### src/hw/tcs_defs.svh
`ifndef TCS_DEFS_SVH
`define TCS_DEFS_SVH
`define TCS_PWR_B     8'h41
`define TCS_DRV_B     8'h85
`define TCS_EN_RST    8'h89
`define TCS_EN_OP     8'h8B
`define TCS_EN_LOW    8'h88
`define TCS_DRV_HZ    8'h84
`define TCS_PWR_OFF   8'h40
`define TCS_DIGITAL   8'h8C
`define TCS_IRQCLR    8'h70
`define TCS_CFG_BASE  8'h90
`define TCS_FILT_BASE 8'h32
`define TCS_CNT_BASE  8'hA8
`define TCS_TIMER     8'hD0
`define TCS_SEL_A     8'h48
`define TCS_SEL_B     8'h4A
`define TCS_GAIN_PFX  3'h4
`define TCS_CHIP_STEP 5'h06
`define TCS_IRQ_RSP   3'h2
`define TCS_TIME_RSP  3'h6
`define TCS_SC_A      3'h0
`define TCS_SC_B      3'h4
`define TCS_A_CTRL    8'h00
`define TCS_A_ACC     8'h04
`define TCS_A_CHIP0   8'h08
`define TCS_A_CAL     8'h18
`define TCS_A_MODE    8'h1C
`define TCS_A_SW0     8'h20
`define TCS_A_SW1     8'h24
`define TCS_A_SW2     8'h28
`define TCS_C_START   3
`define TCS_C_EMERG   4
`define TCS_C_LVON    5
`define TCS_C_LVOFF   6
`define TCS_C_OPER    7
`define TCS_C_ACC     8
`define TCS_C_NEWCYC  9
`define TCS_C_RDYCLR  10
`define TCS_C_WANTA   11
`define TCS_C_WANTB   12
`endif

### src/hw/tcs_pkg.sv
package tcs_pkg;
    typedef enum logic [2:0] {
        SEQ_B_PWR, SEQ_A_CFG, SEQ_B_CFG, SEQ_A_RST,
        SEQ_B_RST, SEQ_OFF, SEQ_TIME, SEQ_IRQ
    } tcs_seq_t;
    typedef enum logic [1:0] {ST_IDLE, ST_SEND, ST_RESP} tcs_state_t;
endpackage : tcs_pkg

### src/hw/tcs_ctrl.sv
// Implementation choices: register access over AHB-Lite and the register addresses.
`timescale 1ns/1ps
`include "tcs_defs.svh"
module tcs_ctrl #(
    // Time-read code of the unit; the default value is arbitrary.
    parameter logic [7:0] TIME_RD_CMD = 8'h00
) (
    // Clock and reset.
    input  wire logic        hclk,
    input  wire logic        hresetn,
    // AHB-Lite slave.
    input  wire logic        hsel,
    input  wire logic [31:0] haddr,
    input  wire logic [1:0]  htrans,
    input  wire logic        hwrite,
    input  wire logic [2:0]  hsize,
    input  wire logic [31:0] hwdata,
    input  wire logic        hready,
    output logic      [31:0] hrdata,
    output logic             hreadyout,
    output logic             hresp,
    // Command link to the unit.
    output logic             cmd_valid,
    output logic      [7:0]  cmd_byte,
    input  wire logic        cmd_ack,
    input  wire logic        rsp_valid,
    input  wire logic [7:0]  rsp_byte,
    // Supplies.
    output logic             low_voltage_supply_on,
    output logic             bias_on,
    input  wire logic        peer_unit_off
);
    tcs_pkg::tcs_state_t state_q;
    tcs_pkg::tcs_seq_t   seq_q;
    logic [4:0]  step_q;
    logic [2:0]  cnt_q;
    logic        cmd_valid_q;
    logic [7:0]  cmd_byte_q;
    logic [31:0] hrdata_q;
    logic        hready_q;
    logic        wr_pend_q;
    logic [7:0]  wr_addr_q;
    logic        low_voltage_supply_q;
    logic        bias_q;
    logic        off_ok_q;
    logic        oper_q;
    logic        acc_q;
    logic        want_a_q;
    logic        want_b_q;
    logic        ready_q;
    logic [15:0] accumulation_time_q;
    logic [20:0] cfg_q [4];
    logic [5:0]  cal_q;
    logic [4:0]  mode_q;
    logic [15:0] fld_a_q;
    logic [23:0] fld_b_q;
    logic [23:0] fld_c_q;
    logic        rec_a_q;
    logic        rec_b_q;
    logic [2:0]  sc_q;
    logic [47:0] rsp_sh_q;
    logic        wr_ctrl;
    logic        start;
    logic        emerg;
    logic        newcyc;
    logic        sent;
    logic        rsp_last;
    logic        advance;
    logic        done;
    logic [8:0]  nxt;
    logic [47:0] rsp_full;
    logic        rsp_due;

    assign hrdata    = hrdata_q;
    assign hreadyout = hready_q;
    assign hresp     = 1'b0;
    assign cmd_valid = cmd_valid_q;
    assign cmd_byte  = cmd_byte_q;
    assign low_voltage_supply_on   = low_voltage_supply_q;
    assign bias_on   = bias_q;

    // Returns {end, byte} for a sequence step; arguments come from live registers.
    function automatic logic [8:0] fetch(input tcs_pkg::tcs_seq_t s, input logic [4:0] st);
        logic [1:0] ch;
        logic [4:0] sub;
        logic [7:0] b;
        logic       e;
        ch  = {s == tcs_pkg::SEQ_B_CFG, st >= `TCS_CHIP_STEP};
        sub = (st >= `TCS_CHIP_STEP) ? st - `TCS_CHIP_STEP : st;
        b   = 8'h00;
        e   = 1'b0;
        unique case (s)
            tcs_pkg::SEQ_A_CFG, tcs_pkg::SEQ_B_CFG: begin
                if (st < 5'h0C) begin
                    unique case (sub)
                        5'h00:   b = `TCS_CFG_BASE | {6'h00, ch};
                        5'h01:   b = {`TCS_GAIN_PFX, cfg_q[ch][20:16]};
                        5'h02:   b = cfg_q[ch][15:8];
                        5'h03:   b = cfg_q[ch][7:0];
                        5'h04:   b = `TCS_FILT_BASE + {4'h0, ch, 2'h0};
                        default: b = `TCS_CNT_BASE | {6'h00, ch};
                    endcase
                end else begin
                    unique case (st)
                        5'h0C:   b = `TCS_TIMER;
                        5'h0D:   b = accumulation_time_q[15:8];
                        5'h0E:   b = accumulation_time_q[7:0];
                        5'h0F:   b = ch[1] ? `TCS_SEL_B : `TCS_SEL_A;
                        5'h10:   b = `TCS_IRQCLR;
                        default: e = 1'b1;
                    endcase
                end
            end
            tcs_pkg::SEQ_B_PWR: begin
                unique case (st)
                    5'h00:   b = `TCS_PWR_B;
                    5'h01:   b = `TCS_DRV_B;
                    5'h02:   b = `TCS_EN_RST;
                    5'h03:   b = `TCS_DIGITAL;
                    5'h04:   b = `TCS_IRQCLR;
                    default: e = 1'b1;
                endcase
            end
            tcs_pkg::SEQ_A_RST, tcs_pkg::SEQ_B_RST: begin
                unique case (st)
                    5'h00:   b = `TCS_EN_RST;
                    5'h01:   b = `TCS_EN_OP;
                    5'h02:   b = `TCS_IRQCLR;
                    default: e = 1'b1;
                endcase
            end
            tcs_pkg::SEQ_OFF: begin
                unique case (st)
                    5'h00:   b = `TCS_EN_LOW;
                    5'h01:   b = `TCS_DRV_HZ;
                    5'h02:   b = `TCS_PWR_OFF;
                    default: e = 1'b1;
                endcase
            end
            tcs_pkg::SEQ_TIME: begin
                b = TIME_RD_CMD;
                e = (st != 5'h00);
            end
            tcs_pkg::SEQ_IRQ: begin
                b = `TCS_IRQCLR;
                e = (st != 5'h00);
            end
        endcase
        return {e, b};
    endfunction : fetch

    assign wr_ctrl  = wr_pend_q && (wr_addr_q == `TCS_A_CTRL);
    assign start    = wr_ctrl && hwdata[`TCS_C_START] && (state_q == tcs_pkg::ST_IDLE) && low_voltage_supply_q;
    assign emerg    = wr_ctrl && hwdata[`TCS_C_EMERG];
    assign newcyc   = wr_ctrl && hwdata[`TCS_C_NEWCYC];
    assign sent     = (state_q == tcs_pkg::ST_SEND) && cmd_ack;
    assign rsp_last = (state_q == tcs_pkg::ST_RESP) && rsp_valid && (cnt_q == 3'h1);
    // An answer is due only after the last byte of a sequence that reads the unit back.
    // Deciding by position, not by byte value, keeps argument bytes equal to a read code from stalling.
    assign rsp_due  = nxt[8] && (seq_q != tcs_pkg::SEQ_OFF);
    assign advance  = (sent && !rsp_due) || rsp_last;
    assign nxt      = fetch(seq_q, step_q + 5'h01);
    // A sequence that an emergency cuts short never counts as finished.
    assign done     = advance && nxt[8] && !emerg;
    assign rsp_full = {rsp_sh_q[39:0], rsp_byte};

    // Zero wait state slave: read data is taken in the address phase.
    // Only whole words are supported, so the transfer size is not looked at.
    always_ff @(posedge hclk or negedge hresetn) begin
        if (!hresetn) begin
            hready_q  <= 1'b0;
            wr_pend_q <= 1'b0;
            wr_addr_q <= 8'h00;
            hrdata_q  <= 32'h0000_0000;
        end else begin
            hready_q  <= 1'b1;
            wr_pend_q <= hsel && htrans[1] && hready && hwrite;
            wr_addr_q <= {haddr[7:2], 2'h0};
            if (hsel && htrans[1] && hready && !hwrite) begin
                unique case ({haddr[7:2], 2'h0})
                    `TCS_A_CTRL: hrdata_q <= {28'h000_0000, off_ok_q, ready_q, low_voltage_supply_q,
                                              state_q != tcs_pkg::ST_IDLE};
                    `TCS_A_ACC:  hrdata_q <= {16'h0000, accumulation_time_q};
                    `TCS_A_CAL:  hrdata_q <= {26'h000_0000, cal_q};
                    `TCS_A_MODE: hrdata_q <= {27'h000_0000, mode_q};
                    `TCS_A_SW0:  hrdata_q <= {fld_a_q, fld_b_q[23:8]};
                    `TCS_A_SW1:  hrdata_q <= {fld_b_q[7:0], fld_c_q};
                    `TCS_A_SW2:  hrdata_q <= {sc_q, mode_q, 2'h0, cal_q, 16'h0000};
                    default: begin
                        if ((haddr[7:0] >= `TCS_A_CHIP0) && (haddr[7:0] < `TCS_A_CAL)) begin
                            hrdata_q <= {11'h000, cfg_q[haddr[3:2] - 2'h2]};
                        end else begin
                            hrdata_q <= 32'h0000_0000;
                        end
                    end
                endcase
            end
        end
    end

    // Configuration registers written by software.
    // Want bits are latched only with a start, so a write in mid-sequence cannot change them.
    always_ff @(posedge hclk or negedge hresetn) begin
        if (!hresetn) begin
            accumulation_time_q <= 16'h0000;
            cal_q      <= 6'h00;
            mode_q     <= 5'h00;
            oper_q     <= 1'b0;
            acc_q      <= 1'b0;
            want_a_q   <= 1'b0;
            want_b_q   <= 1'b0;
            for (int i = 0; i < 4; i++) begin
                cfg_q[i] <= 21'h00_0000;
            end
        end else if (wr_pend_q) begin
            if (wr_addr_q == `TCS_A_ACC) accumulation_time_q <= hwdata[15:0];
            if (wr_addr_q == `TCS_A_CAL) cal_q <= hwdata[5:0];
            if (wr_addr_q == `TCS_A_MODE) mode_q <= hwdata[4:0];
            if ((wr_addr_q >= `TCS_A_CHIP0) && (wr_addr_q < `TCS_A_CAL)) begin
                cfg_q[wr_addr_q[3:2] - 2'h2] <= hwdata[20:0];
            end
            if (wr_ctrl) begin
                oper_q <= hwdata[`TCS_C_OPER];
                acc_q  <= hwdata[`TCS_C_ACC];
                if (start) begin
                    want_a_q <= hwdata[`TCS_C_WANTA];
                    want_b_q <= hwdata[`TCS_C_WANTB];
                end
            end
        end
    end

    // Sequencer: one byte is offered at a time and held until acknowledged.
    always_ff @(posedge hclk or negedge hresetn) begin
        if (!hresetn) begin
            state_q     <= tcs_pkg::ST_IDLE;
            seq_q       <= tcs_pkg::SEQ_IRQ;
            step_q      <= 5'h00;
            cnt_q       <= 3'h0;
            cmd_valid_q <= 1'b0;
            cmd_byte_q  <= 8'h00;
        end else if (emerg) begin
            // Step and count are left as they are; the next start reloads the step, and the next answer wait reloads the count.
            state_q     <= tcs_pkg::ST_IDLE;
            cmd_valid_q <= 1'b0;
        end else begin
            unique case (state_q)
                tcs_pkg::ST_IDLE: begin
                    if (start) begin
                        seq_q       <= tcs_pkg::tcs_seq_t'(hwdata[2:0]);
                        step_q      <= 5'h00;
                        cmd_byte_q  <= 8'(fetch(tcs_pkg::tcs_seq_t'(hwdata[2:0]), 5'h00));
                        cmd_valid_q <= 1'b1;
                        state_q     <= tcs_pkg::ST_SEND;
                    end
                end
                tcs_pkg::ST_SEND: begin
                    if (sent && !advance) begin
                        cmd_valid_q <= 1'b0;
                        cnt_q       <= (seq_q == tcs_pkg::SEQ_TIME) ? `TCS_TIME_RSP : `TCS_IRQ_RSP;
                        state_q     <= tcs_pkg::ST_RESP;
                    end
                end
                tcs_pkg::ST_RESP: begin
                    if (rsp_valid) cnt_q <= cnt_q - 3'h1;
                end
                default: state_q <= tcs_pkg::ST_IDLE;
            endcase
            if (advance) begin
                step_q      <= step_q + 5'h01;
                cmd_byte_q  <= nxt[7:0];
                cmd_valid_q <= !nxt[8];
                state_q     <= nxt[8] ? tcs_pkg::ST_IDLE : tcs_pkg::ST_SEND;
            end
        end
    end

    // Answers: interrupt register high byte first, time stamp A bytes before B.
    always_ff @(posedge hclk or negedge hresetn) begin
        if (!hresetn) begin
            rsp_sh_q <= 48'h0000_0000_0000;
            fld_a_q  <= 16'h0000;
            fld_b_q  <= 24'h00_0000;
            fld_c_q  <= 24'h00_0000;
            rec_a_q  <= 1'b0;
            rec_b_q  <= 1'b0;
            sc_q     <= `TCS_SC_A;
        end else begin
            if (newcyc) begin
                fld_a_q <= 16'h0000;
                fld_b_q <= 24'h00_0000;
                fld_c_q <= 24'h00_0000;
                rec_a_q <= 1'b0;
                rec_b_q <= 1'b0;
            end
            if (sent && (cmd_byte_q == `TCS_SEL_A)) sc_q <= `TCS_SC_A;
            if (sent && (cmd_byte_q == `TCS_SEL_B)) sc_q <= `TCS_SC_B;
            if ((state_q == tcs_pkg::ST_RESP) && rsp_valid) rsp_sh_q <= rsp_full;
            if (rsp_last && (seq_q != tcs_pkg::SEQ_TIME)) begin
                fld_a_q <= oper_q ? (fld_a_q | rsp_full[15:0]) : rsp_full[15:0];
            end
            if (rsp_last && (seq_q == tcs_pkg::SEQ_TIME) && acc_q) begin
                if (want_a_q && !rec_a_q) begin
                    fld_b_q <= rsp_full[47:24];
                    rec_a_q <= 1'b1;
                end
                if (want_b_q && !rec_b_q) begin
                    fld_c_q <= rsp_full[23:0];
                    rec_b_q <= 1'b1;
                end
            end
        end
    end

    // Supplies and word-ready flag; with oper_q clear, a finishing sequence beats a same-cycle clear.
    always_ff @(posedge hclk or negedge hresetn) begin
        if (!hresetn) begin
            low_voltage_supply_q   <= 1'b0;
            bias_q   <= 1'b1;
            off_ok_q <= 1'b0;
            ready_q  <= 1'b0;
        end else begin
            bias_q <= low_voltage_supply_q || !peer_unit_off;
            if (wr_ctrl && hwdata[`TCS_C_RDYCLR]) ready_q <= 1'b0;
            if (done && !oper_q) ready_q <= 1'b1;
            if (start) off_ok_q <= 1'b0;
            if (done && (seq_q == tcs_pkg::SEQ_OFF)) off_ok_q <= 1'b1;
            if (wr_ctrl && hwdata[`TCS_C_LVON]) low_voltage_supply_q <= 1'b1;
            if (wr_ctrl && hwdata[`TCS_C_LVOFF] && off_ok_q) low_voltage_supply_q <= 1'b0;
            if (emerg) low_voltage_supply_q <= 1'b0;
        end
    end
endmodule : tcs_ctrl

### config.mk
export PLATFORM = sky130hd
export DESIGN_NAME = tcs_ctrl
export DESIGN_NICKNAME = d
export VERILOG_FILES = /design/src/hw/tcs_pkg.sv /design/src/hw/tcs_ctrl.sv
export VERILOG_INCLUDE_DIRS = /design/src /design/src/hw
export SDC_FILE = /design/constraint.sdc
export NUM_CORES = 1
export LEC_CHECK = 0
export BUFFER_PORTS_ARGS = -buffer_cell sky130_fd_sc_hd__buf_2
export CORE_ASPECT_RATIO = 1.4
export CORE_MARGIN = 5
export CORE_UTILIZATION = 60
export DETAILED_ROUTE_END_ITERATION = 8
export GPL_ROUTABILITY_DRIVEN = 0
export HOLD_SLACK_MARGIN = 0.05
export PLACE_DENSITY = 0.89
export RECOVER_POWER = 50
export SETUP_SLACK_MARGIN = 0.02
export SLEW_MARGIN = 20
export SYNTH_ARGS = -nofsm -noshare
export SYNTH_HDL_FRONTEND = slang
export SYNTH_SLANG_ARGS = --single-unit
### constraint.sdc
create_clock -name hclk -period 4.8 [get_ports hclk]
set_input_delay 0.48 -clock hclk [delete_from_list [all_inputs] [get_ports hclk]]
set_output_delay 0.48 -clock hclk [all_outputs]
set_load 0.02 [all_outputs]
-- Word-level counts from Yosys, hierarchy flattened
Cells that the tools add are included.
- add/subtract/negate cells: 6
- $mul: 0
- div/mod/pow operators: 0
- magnitude comparators: 10
- eq/ne operators: 48
- shift-type cells: 0
- mux-type cells: 71
- bitwise gates (word level): 5
- reduce and logical (&&, ||, !) cells: 83
- operator list (operator ; count):
    $pmux W32 S7 ; 1
    $mux W24 ; 6
    $mux W21 ; 6
    $pmux W8 S5 ; 3
    $pmux W8 S6 ; 2
    $bmux W21 S2 ; 2
    $bwmux W84 ; 1
    $mux W16 ; 3
    $pmux W8 S3 ; 2
    $demux W21 S2 ; 1
    $logic_and A1 B1 Y1 ; 34
    $mux W8 ; 4
    $eq A3 B3 Y1 const B ; 8
    $eq A6 B3 Y1 const B ; 4
    $mux W1 ; 22
    $eq A5 B2 Y1 const B ; 4
    $eq A5 B4 Y1 const B ; 4
    $mux W5 ; 4
    $eq A6 B4 Y1 const B ; 3
    $eq A8 B7 Y1 const B ; 2
    $ge A8 B4 Y1 const B ; 2
    $lt A8 B5 Y1 const B ; 2
    $or A16 B16 Y16 ; 1
    $reduce_bool A2 Y1 ; 8
    other kinds (46) ; 94
- register bits: 290
- latch bits: 0
- bits in writable memories: 0
- memory bits (read-only): 0
- input port bits: 85
- output and inout bits: 45
- word-level logic and storage cells: 255
- memories kept: 0

-- Depth between registers and ports, before layout
- depth after elaboration: 16
- mapped depth: 13
- gate-level depth less buffers: 12

-- Worst setup path after synthesis
No wires, ideal clock.
- path kind: reg2reg
- from: register step_q[0]
- to: register cmd_byte_q[1], in the netlist cmd_byte[1]
- library setup time: 127 ps
- data arrival time: 3397 ps
- data required time: 4673 ps
- setup slack: 1277 ps
- stages on the path, launching flop included: 13
- path buffers: 2
- clock period less this slack: 3523 ps
- cells stage by stage: dfrtp_1 > ha_1 > buf_2 > xnor2_1 > inv_1 > ha_1 > clkbuf_1 > nor2_2 > mux4_2 > mux4_2 > a221o_1 > a21oi_1 > o21ai_1
- longest elaborated chain between the ends: 12
- elaborated cells on any way between the ends: 46
- those cells by class: add/sub: 2; order compare: 2; eq/ne: 13; mux: 15; bitwise: 1; reduce/logical: 13
- RTL lines (what ; RTL line ; text):
    start: declaration ; tcs_ctrl.sv:35 ; logic [4:0] step_q;
    start signal: assignment ; tcs_ctrl.sv:270 ; step_q <= step_q + 5'h01;
    $add A5 B1 Y5 (*) ; tcs_ctrl.sv:162 ; assign nxt = fetch(seq_q, step_q + 5'h01);
    parallel branches: the longest is 11 deep, another holds $ge A5 B3 Y1 ; -- ;
    end signal: assignment ; tcs_ctrl.sv:252 ; cmd_byte_q <= 8'(fetch(tcs_pkg::tcs_seq_t'(hwdata[2:0]), 5'h00));
    end signal: assignment ; tcs_ctrl.sv:271 ; cmd_byte_q <= nxt[7:0];
    end: declaration ; tcs_ctrl.sv:38 ; logic [7:0] cmd_byte_q;
Every way passes the cells marked *. The select of a mux whose other input is x is not followed.
A chain may end at the register's enable or synchronous reset.

-- Worst setup path in the final report
- from: register step_q[1]
- to: register off_ok_q
- longest elaborated chain between the ends: 14
- elaborated cells on any way between the ends: 30
- those cells by class: add/sub: 1; order compare: 1; eq/ne: 9; mux: 6; reduce/logical: 13
- RTL lines (what ; RTL line ; text):
    $add A5 B1 Y5 (*) ; tcs_ctrl.sv:162 ;
    $eq A5 B5 Y1 / $eq A5 B4 Y1 (equally long branches) ; tcs_ctrl.sv:104 ; unique case (st)
    $reduce_or A5 Y1 (no line) ; -- ;
    $mux W1 ; tcs_ctrl.sv:104 ;
    $mux W1 ; tcs_ctrl.sv:94 ; if (st < 5'h0C) begin
    $pmux W1 S4 (*) ; tcs_ctrl.sv:92 ; unique case (s)
    $logic_and A1 B1 Y1 ; tcs_ctrl.sv:160 ; assign rsp_due = nxt[8] && (seq_q != tcs_pkg::SEQ_OFF);
    $logic_not A1 Y1 ; tcs_ctrl.sv:161 ; assign advance = (sent && !rsp_due) || rsp_last;
    $logic_and A1 B1 Y1 ; tcs_ctrl.sv:161 ;
    $logic_or A1 B1 Y1 ; tcs_ctrl.sv:161 ;
    $logic_and A1 B1 Y1 (*) (2 in a row) ; tcs_ctrl.sv:164 ; assign done = advance && nxt[8] && !emerg;
    $logic_and A1 B1 Y1 (*) ; tcs_ctrl.sv:327 ; if (done && (seq_q == tcs_pkg::SEQ_OFF)) off_ok_q <= 1'b1;
    $mux W1 / $reduce_bool A2 Y1 (equally long branches) ; -- ;
    end signal: assignment ; tcs_ctrl.sv:320 ; off_ok_q <= 1'b0;
    end signal: assignment ; tcs_ctrl.sv:326 ; if (start) off_ok_q <= 1'b0;
    end signal: assignment ; tcs_ctrl.sv:327 ;
    end: declaration ; tcs_ctrl.sv:45 ; logic off_ok_q;
Mark *: on every way between the ends. The rest lies on a longest branch, timed or not.

==> results.md <==
* Utilization after layout at 67.6%
* Root buffer cell: sky130_fd_sc_hd__clkbuf_16
* Total number of H-tree levels at 1
* Cells along the critical path: ha_1, buf_4, xor2_2, o2bb2ai_2, o211ai_1, a311o_1, a31oi_2, nand2_1, o31ai_1
* Arrival time at the worst endpoint at 4.73 ns
* First-pass detailed-route iteration total at 6
* Number of storage elements in the synthesis netlist at 288
* # placed instances at 1502
* Bufs on Longest Clock Path at 3
* Hold Crit Class: in -> reg
* Initial cell density of the core at 61.0%
* Buffers and inverters on the worst path at 1
* Via count at 11100
* Worst setup path category: reg -> reg
* Max IR drop VDD at 0.319 mV
* Total power per unit cell area at 308 nW/µm²
* Cell type group with the largest total delay on the critical path: compound AO/OA/AOI/OAI gates
* Worst R2R End: off_ok_q
* Footprint of the multi-input gates at 6650 µm²
* Final critical-path setup slack at 0.485 ns
* # Max-Cap Violations at 3
* Tmin final at 4.31 ns
* Layout cell share with drive strength beyond 1 at 29.3%
* Synth unique cells at 81
* Layout Cells excl Fill at 1545
* Maximum clock frequency at 232 MHz
* Worst hold path endpoint: wr_addr_q[6]
* Final Net Count at 1317
* R2r setup slk at 0.49 ns
* Detailed-route vias per instance at 7.16
* Leakage component of the power at 0.00709 µW
* Count of buffers added by post-CTS timing repair for setup at 0
* Layout Area Growth over Synthesis at 10.9%
* Synth async-reset ratio at 100%
* Worst Hold Path Cells at 1
* First-pass GRT wire length at 64500 µm
* Maximum number of pins on one net before global-route repair at 137
* Launching element type of the critical path: flip-flop
* Worst path slowest cell: sky130_fd_sc_hd__a31oi_2
* Total power of the final layout at 4850 µW
* Number of setup violations in the final report at 0
* Final Hold Viols at 0
* Data required time of the worst path at 5.22 ns
* RR Startpoint: step_q[1]
* Avg WL per Cell at 26.7 µm
* Highest-count cells in the layout ignoring fill and taps: 284 x sky130_fd_sc_hd__dfrtp_1, 162 x sky130_fd_sc_hd__mux2_2, 83 x sky130_fd_sc_hd__a22o_1
* Half-perimeter wire length after placement at 27800 µm
* Post-CTS Resized at 0
* DIE HEIGHT at 192 µm
* Largest driver fanout on the critical path at 24
* Number of nets in the synthesized netlist at 1263
* Layout Skew at 0.0265 ns
* Number of instances in the synthesized netlist at 1170
* Vias in the first global route at 11200
* Status: finished, violations left
* Drt initial violations at 1490
* Post-Synthesis Cell Area at 14200 µm²
* DRC violation count after routing at 0
* Die X at 140 µm
* Fillcell total at 1590
* Remaining antenna violation count after routing at 0
* Mean post-synth cell area at 12.1 µm²
* Most used flip-flop cell after synthesis: sky130_fd_sc_hd__dfrtp_1
* Setup TNS at 0 ns
* Setup repair after global routing missed its margin: false
* Port-buffer cells at 87
* Clock network latency to the later pin of the worst-skew pair at 0.55 ns
* Final slew viol count at 189
* Grt ovf at 0
* Max transition margin at -125%
* Number of buffers created by CTS at 26
* Share of the yosys chip area belonging to registers at 50.8%
* Initial antenna violation count at 0
* Clock tree from TritonCTS: done
* Total wire length at 41300 µm
* DIE AREA at 26900 µm²
* Floorplan row count at 66
* Min-delay src: haddr[6]
* Yosys Warn Count at 0
* Slew at the pin closest to its max-slew limit at 3.37 ns
* Cells on worst reg2reg path at 9
* Final worst path period share at 89.9%
* Clock slew at the register clock pins of the worst setup and hold paths at 0.06 ns
* GRT Util Overall at 30.8%
* Largest stage delay, worst path at 0.67 ns
* Dpl ws at 0.671 ns
* Core footprint at 23300 µm²
* Most frequent standard cell in the layout excluding fill and tap cells: sky130_fd_sc_hd__dfrtp_1
* Number of synthesized flops with an enable pin at 0
* Sequential Area at 7210 µm²
* Clock Sink Count at 288
* Endpoint type of the worst setup path: flip-flop
* Count of pins on the block boundary at 130
* Violations in the final reports: capacitance limit, slew limit
* Hold buffer count at CTS at 0
* Antenna cells at 0
==> worst register-to-register path, stage by stage, from the launching register on <==
cell,delay (ns)
sky130_fd_sc_hd__dfrtp_1,0.66
sky130_fd_sc_hd__ha_1,0.29
sky130_fd_sc_hd__buf_4,0.27
sky130_fd_sc_hd__xor2_2,0.15
sky130_fd_sc_hd__o2bb2ai_2,0.43
sky130_fd_sc_hd__o211ai_1,0.35
sky130_fd_sc_hd__a311o_1,0.54
sky130_fd_sc_hd__a31oi_2,0.67
sky130_fd_sc_hd__nand2_1,0.45
sky130_fd_sc_hd__o31ai_1,0.39
==> state kept, by name (all words and copies together), names as in the netlist, 2 cells and up <==
name	flops
mode_q	5
cmd_byte	8
rsp_sh_q	40
cal_q	6
accumulation_time_q	16
step_q	5
fld_b_q	24
fld_a_q	16
hrdata	32
fld_c_q	24
cfg_q	84
wr_addr_q	6
cnt_q	3
state_q	2
seq_q	3
==> metal layers <==
layer,part of all wire [%],GRT usage (%)
met1,34,36.9
met4,9.0,21.1
met5,0,0
met2,48,51.1
met3,9.0,4.81
==> cell usage after synthesis, types with 18 or more instances <==
cell type                  count  share of area (%)
sky130_fd_sc_hd__a21oi_1      41                1.4
sky130_fd_sc_hd__a22o_1       83                5.1
sky130_fd_sc_hd__a22oi_1      30                1.6
sky130_fd_sc_hd__buf_1        18               0.48
sky130_fd_sc_hd__clkbuf_1     54                1.4
sky130_fd_sc_hd__dfrtp_1     284                 50
sky130_fd_sc_hd__mux2_2      162                 13
sky130_fd_sc_hd__mux2i_1      35                2.5
sky130_fd_sc_hd__mux4_2       36                5.7
sky130_fd_sc_hd__nand2_1      71                1.9
sky130_fd_sc_hd__nor2_1       33               0.87
sky130_fd_sc_hd__o21ai_0      68                2.4
==> cells by family (layout without fill, tap and decap cells) <==
kind of cell    Yosys count  after routing  synth area share (%)
buf+inv                 102            171                  2.86
mux                     233            233                  21.0
other cells               2              2                0.0529
simple gates            206            206                  7.49
fa+ha+maj                 8              8                 0.705
flops                   288            288                  50.8
compound gates          323            323                  16.5
xor+xnor                  8              8                 0.546
==> where the power goes <==
| part | total (µW) | internal (µW) | switching (µW) |
|---|---|---|---|
| logic | 273 | 99.6 | 173 |
| registers | 2520 | 2470 | 41.6 |
| clock network | 2060 | 1140 | 921 |
==> cell type report <==
class | instances | share of cell area [%]
clock buffer | 34 | 4.71
tap | 306 | 2.43
timing repair buffer | 110 | 3.78
inverter | 18 | 0.429
sequential | 288 | 45.8
clock inverter | 9 | 0.580
multi-input combinational | 780 | 42.3
==> stage by stage <==
step,instance area [µm²],hold WS [ns]
after detailed placement,14900,0.480
final,15700,0.0978
after CTS,15800,0.0745
after global routing,15700,0.111
after floorplan,14200,0.184
after global placement,14900,0.461
==> worst max-delay path by stage <==
| stage | from | depth (start not counted) | to | slack, ns |
|---|---|---|---|---|
| 4_1_cts | step_q[1] | 9 | off_ok_q | 0.62 |
| 2_1_floorplan | step_q[0] | 12 | cmd_byte[1] | 1.28 |
| 6_report | step_q[1] | 9 | off_ok_q | 0.49 |
| 3_5_place_dp | step_q[1] | 9 | ready_q | 0.67 |
| 5_1_grt | step_q[1] | 9 | off_ok_q | 0.33 |
| 3_3_place_gp | step_q[1] | 9 | cmd_byte[2] | 0.80 |
Power figures use the tool's default switching activity.
